===== src/common/itsm_pkg.sv =====
package itsm_pkg;

  // Data width of each terminal word.
  localparam int ITSM_DW = 16;

  // Wishbone byte address width; a register index sits above two byte bits.
  localparam int ITSM_AW      = 18;
  localparam int ITSM_ADR_LSB = 2;
  localparam int ITSM_BUS_DW  = 32;
  localparam int ITSM_LANES   = 2;
  localparam int ITSM_LANE_W  = 8;

  // Register indices; the byte address is four times the index.
  localparam logic [15:0] ITSM_IDX_MASK  = 16'h024A;
  localparam logic [15:0] ITSM_IDX_STATE = 16'h024B;
  localparam logic [15:0] ITSM_IDX_POL   = 16'h024C;
  localparam logic [15:0] ITSM_IDX_RES   = 16'h024D;
  localparam logic [15:0] ITSM_IDX_WIRE  = 16'h024E;

  // Terminals one to seven on bits zero to six, ten to twelve on ten to 12.
  localparam logic [ITSM_DW-1:0] ITSM_USED_BITS = 16'h1C7F;

  // Factory default of every stored word.
  localparam logic [ITSM_DW-1:0] ITSM_RST_WORD = 16'h0000;
  localparam logic [ITSM_BUS_DW-ITSM_DW-1:0] ITSM_PAD = 16'h0000;

  // One write request to the internal-state word from a secondary writer.
  typedef struct packed {
    logic               wr;
    logic [ITSM_DW-1:0] data;
  } itsm_req_t;

  // The two words that are kept over power loss.
  typedef struct packed {
    logic [ITSM_DW-1:0] mask;
    logic [ITSM_DW-1:0] state;
  } itsm_words_t;

  // Restore sequencer of the retained words.
  typedef enum logic {
    ITSM_NV_WAIT = 1'b0,
    ITSM_NV_RUN  = 1'b1
  } itsm_nv_state_t;

  // Byte-lane merge of a bus write into a 16-bit register.
  function automatic logic [ITSM_DW-1:0] itsm_merge(
    input logic [ITSM_DW-1:0]    old_v,
    input logic [ITSM_DW-1:0]    new_v,
    input logic [ITSM_LANES-1:0] sel
  );
    logic [ITSM_DW-1:0] r;
    r = old_v;
    for (int l = 0; l < ITSM_LANES; l++)
    begin
      if (sel[l])
      begin
        r[l*ITSM_LANE_W +: ITSM_LANE_W] = new_v[l*ITSM_LANE_W +: ITSM_LANE_W];
      end
    end
    return r;
  endfunction

endpackage


===== src/hdl/itsm_top.sv =====
// What this block does
// - A masked terminal follows only its internal state, never its wire.
// - Terminals one-seven sit on bits zero-six, ten-twelve on ten-twelve.
// - The internal-state word gives each internally sourced terminal's state.
// - Keypad writes to the internal-state word lose against every other writer.
// - A controller-owned terminal can still be activated by its virtual bit.
// - Polarity bit zero reads virtual terminals normally open, one closed.
// - Mask and internal-state words are saved and restored over power loss.
// - Both words are 16-bit, take any pattern, and default to zero.
//
// Register access over Wishbone was left to the implementer.
module itsm_top
  import itsm_pkg::*;
(
  input  wire logic                   clk_i,        // System clock, 10 MHz.
  input  wire logic                   rst_i,        // Synchronous reset.
  input  wire logic [ITSM_AW-1:0]     wb_adr_i,     // Wishbone byte address.
  input  wire logic [ITSM_BUS_DW-1:0] wb_dat_i,     // Wishbone write data.
  input  wire logic [3:0]             wb_sel_i,     // Wishbone byte enables.
  input  wire logic                   wb_we_i,      // Wishbone write enable.
  input  wire logic                   wb_cyc_i,     // Wishbone cycle.
  input  wire logic                   wb_stb_i,     // Wishbone strobe.
  output logic                        wb_ack_o,     // Wishbone acknowledge.
  output logic [ITSM_BUS_DW-1:0]      wb_dat_o,     // Wishbone read data.
  input  wire logic [ITSM_DW-1:0]     mfi_wire_i,   // Physical terminal levels.
  input  itsm_req_t                   comm_req_i,   // Comm card state write.
  input  itsm_req_t                   keypad_req_i, // Keypad state write.
  input  wire logic [ITSM_DW-1:0]     ctrl_own_i,   // Controller owns terminal.
  input  wire logic [ITSM_DW-1:0]     ctrl_level_i, // Controller terminal level.
  input  wire logic                   nv_ready_i,   // Retained words valid.
  input  itsm_words_t                 nv_words_i,   // Retained words.
  output logic                        nv_save_o,    // Save pulse to storage.
  output itsm_words_t                 nv_words_o,   // Words to store.
  output logic [ITSM_DW-1:0]          mfi_state_o   // Resolved terminal states.
);

  // Bus side of the register file.
  logic [15:0]             reg_idx;
  logic                    reg_wr;
  logic [ITSM_DW-1:0]      reg_wdat;
  logic [ITSM_LANES-1:0]   reg_sel;
  logic [ITSM_DW-1:0]      rd_word;

  // Retention handshake.
  logic                    restore;
  itsm_words_t             load_words;
  itsm_words_t             cur_words;

  // Register state.
  logic [ITSM_DW-1:0]      mask_q;
  logic [ITSM_DW-1:0]      mask_d;
  logic [ITSM_DW-1:0]      state_q;
  logic [ITSM_DW-1:0]      state_d;
  logic [ITSM_DW-1:0]      pol_q;
  logic [ITSM_DW-1:0]      pol_d;

  // Terminal path state.
  logic [ITSM_DW-1:0]      sync1_q;
  logic [ITSM_DW-1:0]      sync1_d;
  logic [ITSM_DW-1:0]      sync2_q;
  logic [ITSM_DW-1:0]      sync2_d;
  logic [ITSM_DW-1:0]      res_q;
  logic [ITSM_DW-1:0]      res_d;
  logic [ITSM_DW-1:0]      virt;
  logic [ITSM_DW-1:0]      resolved;

  itsm_wb_slave u_wb (
    .clk_i      (clk_i),
    .rst_i      (rst_i),
    .wb_adr_i   (wb_adr_i),
    .wb_dat_i   (wb_dat_i),
    .wb_sel_i   (wb_sel_i),
    .wb_we_i    (wb_we_i),
    .wb_cyc_i   (wb_cyc_i),
    .wb_stb_i   (wb_stb_i),
    .wb_ack_o   (wb_ack_o),
    .wb_dat_o   (wb_dat_o),
    .rd_word_i  (rd_word),
    .reg_idx_o  (reg_idx),
    .reg_wr_o   (reg_wr),
    .reg_wdat_o (reg_wdat),
    .reg_sel_o  (reg_sel)
  );

  assign cur_words.mask  = mask_q;
  assign cur_words.state = state_q;

  // Every change of either word after the restore is pushed to storage.
  itsm_nvstore u_nv (
    .clk_i        (clk_i),
    .rst_i        (rst_i),
    .nv_ready_i   (nv_ready_i),
    .nv_words_i   (nv_words_i),
    .cur_words_i  (cur_words),
    .restore_o    (restore),
    .load_words_o (load_words),
    .nv_save_o    (nv_save_o),
    .nv_words_o   (nv_words_o)
  );

  // Read decode; unmapped indices read as zero.
  always_comb
  begin
    unique case (reg_idx)
      ITSM_IDX_MASK:  rd_word = mask_q;
      ITSM_IDX_STATE: rd_word = state_q;
      ITSM_IDX_POL:   rd_word = pol_q;
      ITSM_IDX_RES:   rd_word = res_q;
      ITSM_IDX_WIRE:  rd_word = sync2_q & ITSM_USED_BITS;
      default:        rd_word = ITSM_RST_WORD;
    endcase
  end

  // Register file next values. Writes are taken at any time, including
  // while the motor runs; the block has no run interlock.
  always_comb
  begin
    mask_d  = mask_q;
    state_d = state_q;
    pol_d   = pol_q;
    // The keypad is applied first so every other writer overrides it.
    if (keypad_req_i.wr)
    begin
      state_d = keypad_req_i.data;
    end
    if (comm_req_i.wr)
    begin
      state_d = comm_req_i.data;
    end
    if (reg_wr)
    begin
      // All bits of the enabled byte lanes are stored; unused bits simply have no effect.
      unique case (reg_idx)
        ITSM_IDX_MASK:  mask_d  = itsm_merge(mask_q, reg_wdat, reg_sel);
        ITSM_IDX_STATE: state_d = itsm_merge(state_q, reg_wdat, reg_sel);
        ITSM_IDX_POL:   pol_d   = itsm_merge(pol_q, reg_wdat, reg_sel);
        default:        mask_d  = mask_q;
      endcase
    end
    // Restored words win: they describe the state before power was lost.
    if (restore)
    begin
      mask_d  = load_words.mask;
      state_d = load_words.state;
    end
  end

  always_ff @(posedge clk_i)
  begin
    if (rst_i)
    begin
      mask_q  <= ITSM_RST_WORD;
      state_q <= ITSM_RST_WORD;
      pol_q   <= ITSM_RST_WORD;
    end
    else
    begin
      mask_q  <= mask_d;
      state_q <= state_d;
      pol_q   <= pol_d;
    end
  end

  // Normally closed virtual terminals are active while their bit is clear.
  assign virt = state_q ^ pol_q;

  // Per-terminal source select; bits without a terminal stay inactive.
  genvar g;
  generate
    for (g = 0; g < ITSM_DW; g++)
    begin : g_sel
      assign resolved[g] = ITSM_USED_BITS[g] &
        (mask_q[g] ? virt[g] :
        (ctrl_own_i[g] ? (ctrl_level_i[g] | virt[g]) :
        sync2_q[g]));
    end
  endgenerate

  // Terminal path next values; the first stage feeds only the second.
  always_comb
  begin
    sync1_d = mfi_wire_i;
    sync2_d = sync1_q;
    res_d   = resolved;
  end

  always_ff @(posedge clk_i)
  begin
    if (rst_i)
    begin
      sync1_q <= ITSM_RST_WORD;
      sync2_q <= ITSM_RST_WORD;
      res_q   <= ITSM_RST_WORD;
    end
    else
    begin
      sync1_q <= sync1_d;
      sync2_q <= sync2_d;
      res_q   <= res_d;
    end
  end

  assign mfi_state_o = res_q;

endmodule


===== src/hdl/itsm_wb_slave.sv =====
module itsm_wb_slave
  import itsm_pkg::*;
(
  input  wire logic                   clk_i,      // System clock.
  input  wire logic                   rst_i,      // Synchronous reset.
  input  wire logic [ITSM_AW-1:0]     wb_adr_i,   // Byte address.
  input  wire logic [ITSM_BUS_DW-1:0] wb_dat_i,   // Write data.
  input  wire logic [3:0]             wb_sel_i,   // Byte enables.
  input  wire logic                   wb_we_i,    // Write enable.
  input  wire logic                   wb_cyc_i,   // Cycle.
  input  wire logic                   wb_stb_i,   // Strobe.
  output logic                        wb_ack_o,   // Acknowledge.
  output logic [ITSM_BUS_DW-1:0]      wb_dat_o,   // Read data.
  input  wire logic [ITSM_DW-1:0]     rd_word_i,  // Word at reg_idx_o.
  output logic [15:0]                 reg_idx_o,  // Register index.
  output logic                        reg_wr_o,   // Write strobe.
  output logic [ITSM_DW-1:0]          reg_wdat_o, // Write data.
  output logic [ITSM_LANES-1:0]       reg_sel_o   // Lane enables.
);

  logic                   ack_q;
  logic                   ack_d;
  logic [ITSM_BUS_DW-1:0] dat_q;
  logic [ITSM_BUS_DW-1:0] dat_d;
  logic                   take;

  // A request is taken once; ack then drops so a held strobe is not doubled.
  assign take       = wb_cyc_i & wb_stb_i & ~ack_q;
  assign reg_idx_o  = wb_adr_i[ITSM_AW-1:ITSM_ADR_LSB];
  assign reg_wr_o   = take & wb_we_i;
  assign reg_wdat_o = wb_dat_i[ITSM_DW-1:0];
  assign reg_sel_o  = wb_sel_i[ITSM_LANES-1:0];

  always_comb
  begin
    ack_d = take;
    dat_d = dat_q;
    if (take & ~wb_we_i)
    begin
      dat_d = {ITSM_PAD, rd_word_i};
    end
  end

  always_ff @(posedge clk_i)
  begin
    if (rst_i)
    begin
      ack_q <= 1'b0;
      dat_q <= '0;
    end
    else
    begin
      ack_q <= ack_d;
      dat_q <= dat_d;
    end
  end

  assign wb_ack_o = ack_q;
  assign wb_dat_o = dat_q;

endmodule


===== src/hdl/itsm_nvstore.sv =====
module itsm_nvstore
  import itsm_pkg::*;
(
  input  wire logic         clk_i,       // System clock.
  input  wire logic         rst_i,       // Synchronous reset.
  input  wire logic         nv_ready_i,  // Retained words are valid.
  input  itsm_words_t       nv_words_i,  // Retained words from storage.
  input  itsm_words_t       cur_words_i, // Live register contents.
  output logic              restore_o,   // One-cycle load pulse.
  output itsm_words_t       load_words_o,// Words to load.
  output logic              nv_save_o,   // One-cycle save pulse.
  output itsm_words_t       nv_words_o   // Words to save.
);

  itsm_nv_state_t st_q;
  itsm_nv_state_t st_d;
  logic           rest_q;
  logic           rest_d;
  logic           save_q;
  logic           save_d;
  itsm_words_t    load_q;
  itsm_words_t    load_d;
  itsm_words_t    last_q;
  itsm_words_t    last_d;
  itsm_words_t    out_q;
  itsm_words_t    out_d;

  always_comb
  begin
    st_d   = st_q;
    rest_d = 1'b0;
    save_d = 1'b0;
    load_d = load_q;
    last_d = last_q;
    out_d  = out_q;
    unique case (st_q)
      ITSM_NV_WAIT:
      begin
        if (nv_ready_i)
        begin
          rest_d = 1'b1;
          load_d = nv_words_i;
          last_d = nv_words_i;
          // Storage already holds these words, so show them as last saved.
          out_d  = nv_words_i;
          st_d   = ITSM_NV_RUN;
        end
      end
      ITSM_NV_RUN:
      begin
        // The registers load one cycle after the pulse, so skip that cycle.
        if (!rest_q && cur_words_i != last_q)
        begin
          save_d = 1'b1;
          out_d  = cur_words_i;
          last_d = cur_words_i;
        end
      end
    endcase
  end

  always_ff @(posedge clk_i)
  begin
    if (rst_i)
    begin
      st_q   <= ITSM_NV_WAIT;
      rest_q <= 1'b0;
      save_q <= 1'b0;
      load_q <= '0;
      last_q <= '0;
      out_q  <= '0;
    end
    else
    begin
      st_q   <= st_d;
      rest_q <= rest_d;
      save_q <= save_d;
      load_q <= load_d;
      last_q <= last_d;
      out_q  <= out_d;
    end
  end

  assign restore_o    = rest_q;
  assign load_words_o = load_q;
  assign nv_save_o    = save_q;
  assign nv_words_o   = out_q;

endmodule


===== config.mk =====
export PLATFORM = sky130hd
export DESIGN_NAME = itsm_top
export DESIGN_NICKNAME = d
export VERILOG_FILES = /design/src/common/itsm_pkg.sv /design/src/hdl/itsm_top.sv /design/src/hdl/itsm_wb_slave.sv /design/src/hdl/itsm_nvstore.sv
export SDC_FILE = /design/constraint.sdc
export NUM_CORES = 1
export LEC_CHECK = 0
export BUFFER_PORTS_ARGS = -buffer_cell sky130_fd_sc_hd__clkbuf_2
export CAP_MARGIN = 20
export CELL_PAD_IN_SITES_DETAIL_PLACEMENT = 0
export CELL_PAD_IN_SITES_GLOBAL_PLACEMENT = 1
export CORE_MARGIN = 4
export CORE_UTILIZATION = 40
export CTS_BUF_LIST = sky130_fd_sc_hd__clkbuf_4
export CTS_CLUSTER_DIAMETER = 40
export CTS_CLUSTER_SIZE = 12
export DETAILED_ROUTE_END_ITERATION = 10
export PLACE_DENSITY_LB_ADDON = 0.25
export RECOVER_POWER = 50
export SYNTH_ARGS = -nofsm -noshare
export SYNTH_HDL_FRONTEND = slang
export SYNTH_SLANG_ARGS = --single-unit

===== constraint.sdc =====
create_clock -name clk_i -period 2.5 [get_ports clk_i]
set_input_delay 0.75 -clock clk_i [delete_from_list [all_inputs] [get_ports clk_i]]
set_output_delay 0.75 -clock clk_i [all_outputs]
set_load 0.02 [all_outputs]

Word level (Yosys, flattened, before mapping):

Cells that the tools add are included.

* equality and inequality tests: 10
* multiplexer cells: 37
* bitwise operators: 18
* reduce and logical (&&, ||, !) cells: 14

Operators with widths (number)
* $mux W16: 8
* $eq A16 B10 Y1 const B: 5
* $pmux W16 S5: 1
* $mux W32: 2
* $pmux W32 S2: 1
* $ne A32 B32 Y1: 1
* $mux W1: 23
* $mux W8: 2
* $xor A13 B13 Y13: 1
* $reduce_and A3 Y1: 4
* $or A1 B1 Y1: 10
* $ne A4 B3 Y1 const B: 2
* $reduce_bool A2 Y1: 4
* $and A1 B1 Y1: 4
* $ne A2 B2 Y1 const B: 2
* $reduce_and A2 Y1: 2
* $reduce_or A2 Y1: 2
* $not A1 Y1: 3
* $logic_and A1 B1 Y1: 1
* $logic_not A1 Y1: 1

* register bits: 174
* input bits: 174
* output and inout bits: 82

Logic depth before layout (Yosys ltp):

* depth after elaboration: 5
* mapped depth: 7
* depth with buffers taken out: 5

Hierarchy:

Synthesis repeated with hierarchy kept, for this count alone.

* cells, all modules: 1112
* area, all modules: 9267.6 µm²

Modules (own cells, without submodules)
* itsm_top: times used 1, cells each 493, area an instance 4172.8 µm²
* itsm_nvstore: times used 1, cells each 494, area an instance 3943.8 µm²
* itsm_wb_slave: times used 1, cells each 125, area an instance 1151.1 µm²

Least setup slack after synthesis:

No wires, ideal clock.

* path type: in2reg
* start point: input port wb_adr_i[7]
* end point: register u_wb.dat_q[13], in the netlist u_wb.wb_dat_o[13]
* setup time: 0.086 ns
* arrival: 2.200 ns
* required time: 2.414 ns
* path slack: 0.213 ns
* stages on the path: 6
* cell sequence: nor4b_4 nand4_4 buf_6 or3_1 buf_6 a221oi_2

* cells in the longest elaborated chain, start to end: 2

Ends and longest elaborated chain
* start, declared: RTL line itsm_top.sv:17 `input wire logic [ITSM_AW-1:0] wb_adr_i,`
* $eq A16 B10 Y1: RTL line itsm_top.sv:104 `unique case (reg_idx)`
* $pmux W16 S5 (*): RTL line itsm_top.sv:104
* end signal, assigned: RTL line itsm_wb_slave.sv:54 `dat_q <= dat_d;`
* end, declared: RTL line itsm_wb_slave.sv:23 `logic [ITSM_BUS_DW-1:0] dat_q;`

Mark *: on every way between the ends. The rest lies on a longest branch, timed or not.
A chain may end at the register's enable or synchronous reset.

Final worst setup path:

* start point: input port wb_adr_i[7]
* end point: register state_q[3]

* cells in the longest elaborated chain, start to end: 4

Ends and longest elaborated chain
* $eq A16 B10 Y1 (*): RTL line itsm_top.sv:133 `unique case (reg_idx)`
* $mux W16: RTL line itsm_top.sv:133
* $mux W16: RTL line itsm_top.sv:130 `if (reg_wr)`
* $mux W16: RTL line itsm_top.sv:141 `if (restore)`
* end signal, assigned: RTL line itsm_top.sv:159 `state_q <= state_d;`
* end, declared: RTL line itsm_top.sv:52 `logic [ITSM_DW-1:0] state_q;`

Marked as above.

==> metrics.md <==
| Metric | Value |
|---|---|
| Outcome | complete, no violations |
| Root buffer cell | clkbuf_4 |
| Core area | 21290 um2 |
| Number of setup buffers added after CTS | 0 |
| Most frequent cells in the layout | 188 x clkbuf_2, 161 x dfxtp_1, 91 x nand2_1 |
| Worst Slack Setup Final | 0.3924 ns |
| First-pass GRT wire length | 47.44 mm |
| Unique cell type count in the Yosys netlist | 48 |
| Post-synth top area share | 0.3690 |
| Die Wd | 156.2 um |
| Hold path start | mfi_wire_i[5] |
| Pwr Total | 5.609 mW |
| Crit path launch type | input port |
| RSZ-0062 raised after global routing | false |
| EDFF count, synth | 0 |
| DRT iter0 DRCs | 746 |
| Syn_area_per_cell | 8.559 um2 |
| Routed vias | 8600 |
| CTS buffer count | 17 |
| Die height | 156.2 um |
| Maximum level of the CTS H-tree | 4 |
| Fmax | 0.4745 GHz |
| Initial core utilization | 0.4129 |
| Cts hold-fix bufs | 0 |
| CP Max Fanout | 16 |
| Vias/cell | 5.714 |
| Leak | 4.501 nW |
| Most common cell after layout, fill and taps aside | clkbuf_2 |
| Final Max Slew Viols | 0 |
| Main synth FF type | dfxtp_1 |
| Max_slew headroom | 0.1985 |
| Cells after synthesis | 1027 |
| Rows | 53 |
| Pwr/cell area | 537.1 nW/um2 |
| Largest net degree at the start of global routing | 101 |
| IO Count | 256 |
| Largest area contributor in the netlist | dfxtp_1 |
| Final core utilization | 0.4906 |
| Worst-Margin Slew | 1.202 ns |
| Final TNS setup | 0 ns |
| # nets final | 1390 |
| Max-cap violation count | 0 |
| Die area | 24410 um2 |
| Register area share after synthesis | 0.3690 |
| DR DRC count | 0 |
| Critical Path Source | wb_adr_i[7] |
| Initial antenna violation count | 2 |
| Worst setup EP type | flop |
| CTS tree | built |
| GRT Util Overall | 0.2531 |
| # clock sinks | 162 |
| Final wirelength | 31.90 mm |
| Clock Pin Slew Worst Setup and Hold Paths | 0.15 ns |
| Maximum clock path buffer count | 2 |
| Fraction of registers with async set/reset | 0 |
| Syn Std Cell Area | 8790 um2 |
| Hold Path Class | input port to flop |
| Drt wl/cell | 21.20 um |
| WP data arrival | 2.51 ns |
| Pre-CTS WS | 0.005818 ns |
| Period minus WS final | 2.108 ns |
| Finished Layout Cells | 1505 |
| Final Hold Fails | 0 |
| Vias in the first global route | 7891 |
| Dpl cells | 1472 |
| Req. time, crit path | 2.91 ns |
| Final setup viols | 0 |
| GPL Wtd Cong | 0.8480 |
| Skew final | 0.01477 ns |
| DR pass1 iterations | 5 |
| # port buffers | 195 |
| Layout cell share with drive strength beyond 1 | 0.2506 |
| Post-route ant nets | 0 |
| Tcrit/Tclk final | 0.8430 |
| Post-synthesis sequential element count | 162 |
| Worst skew pair latency | 0.59 ns |
| YS warnings | 0 |
| Reg2reg start | mask_q[2] |
| CP Class | input port to flop |
| Area Overhead vs Synth | 18.80% |
| Dominant cells by area after synthesis | dfxtp_1 37%, mux2i_1 6.4%, a21oi_1 4.7%, xor2_1 4.2%, nand2_1 3.9% |
| VDD IR max | 256.7 uV |
| Resize count post-CTS | 0 |
| Detailed Place HPWL | 23.51 mm |
| Total congestion overflow | 0 |
-- worst max-delay path: stages --
cell and delay (ns):
clkbuf_1 0.10, nor4b_4 0.30, clkbuf_4 0.18, nand4_1 0.20
nor2_4 0.14, clkbuf_2 0.39, mux2i_1 0.33, a221oi_1 0.12
-- flip-flops by register name, indices dropped and copies added, names as in the netlist, 10 cells and up --
name and cells:
mask_q 16, mfi_state_o 10, pol_q 16, state_q 16, sync1_q 10, sync2_q 10
u_nv.load_words_o 32, u_nv.nv_words_o 32, u_wb.wb_dat_o 16
-- metrics by stage --
step	hold WS, ns	instance area [um2]
5_1_grt	0.3361	10440
6_report	0.3607	10440
2_1_floorplan	0.4138	8869
3_3_place_gp	0.4193	10300
4_1_cts	0.3222	10570
3_5_place_dp	0.4237	10300
-- power by group --
part	total, mW	internal (mW)	switching [mW]
Clock	1.58	0.521	1.06
Combinational	1.15	0.434	0.716
Sequential	2.88	2.73	0.146
Total	5.61	3.69	1.92
-- final timing paths --
kind	endpoint	slack, ns	cells past startpoint
hold / removal	sync1_q[5]	0.36	2
hold reg to reg	sync2_q[1]	0.45	1
setup / recovery	state_q[3]	0.39	8
setup reg to reg	u_nv.nv_words_o[24]	0.59	6
-- final cells by class --
class / instances / area, um2
repair buffers: 259 / 1530
inverters: 21 / 78.83
clock buffers: 17 / 127.6
flip-flops and latches: 162 / 3244
well taps: 275 / 344.1
diodes: 1 / 2.502
multi-input cells: 755 / 4967
fillers: 2176 / 10840
clock inverters: 15 / 147.6
-- layer usage --
metal / GRT usage / up-vias / share of wire
li1: - / 4079 / -
met5: 0 / - / 0
met2: 0.3669 / 417 / 0.43
met3: 0.06527 / 38 / 0.098
met1: 0.3692 / 4066 / 0.45
met4: 0.07645 / 0 / 0.021
-- Yosys cell counts, types with 8 or more instances --
cell / count
dfxtp_1: 162
buf_4: 24
and3_1: 32
nor2b_1: 29
nor3_1: 20
a311oi_1: 8
xor2_1: 42
a21oi_1: 82
nor3b_1: 32
mux2i_1: 56
o21ai_0: 48
a211oi_1: 23
nand2_1: 91
a31oi_1: 8
a22oi_1: 12
nor4_1: 8
nor2_1: 60
inv_1: 21
clkbuf_1: 71
a222oi_1: 10
nand3_1: 65
nor4bb_1: 32
mux2_2: 8
a221oi_1: 18
-- kinds of logic after synthesis --
logic type	synth area share
and+or+nand+nor	0.2686
AOI/OAI and AO/OA	0.1759
DFF	0.3690
buffers and inverters	0.07018
muxes	0.07402
xor gates and xnor gates	0.04185
other	0.0004266
Power figures use the tool's default switching activity.
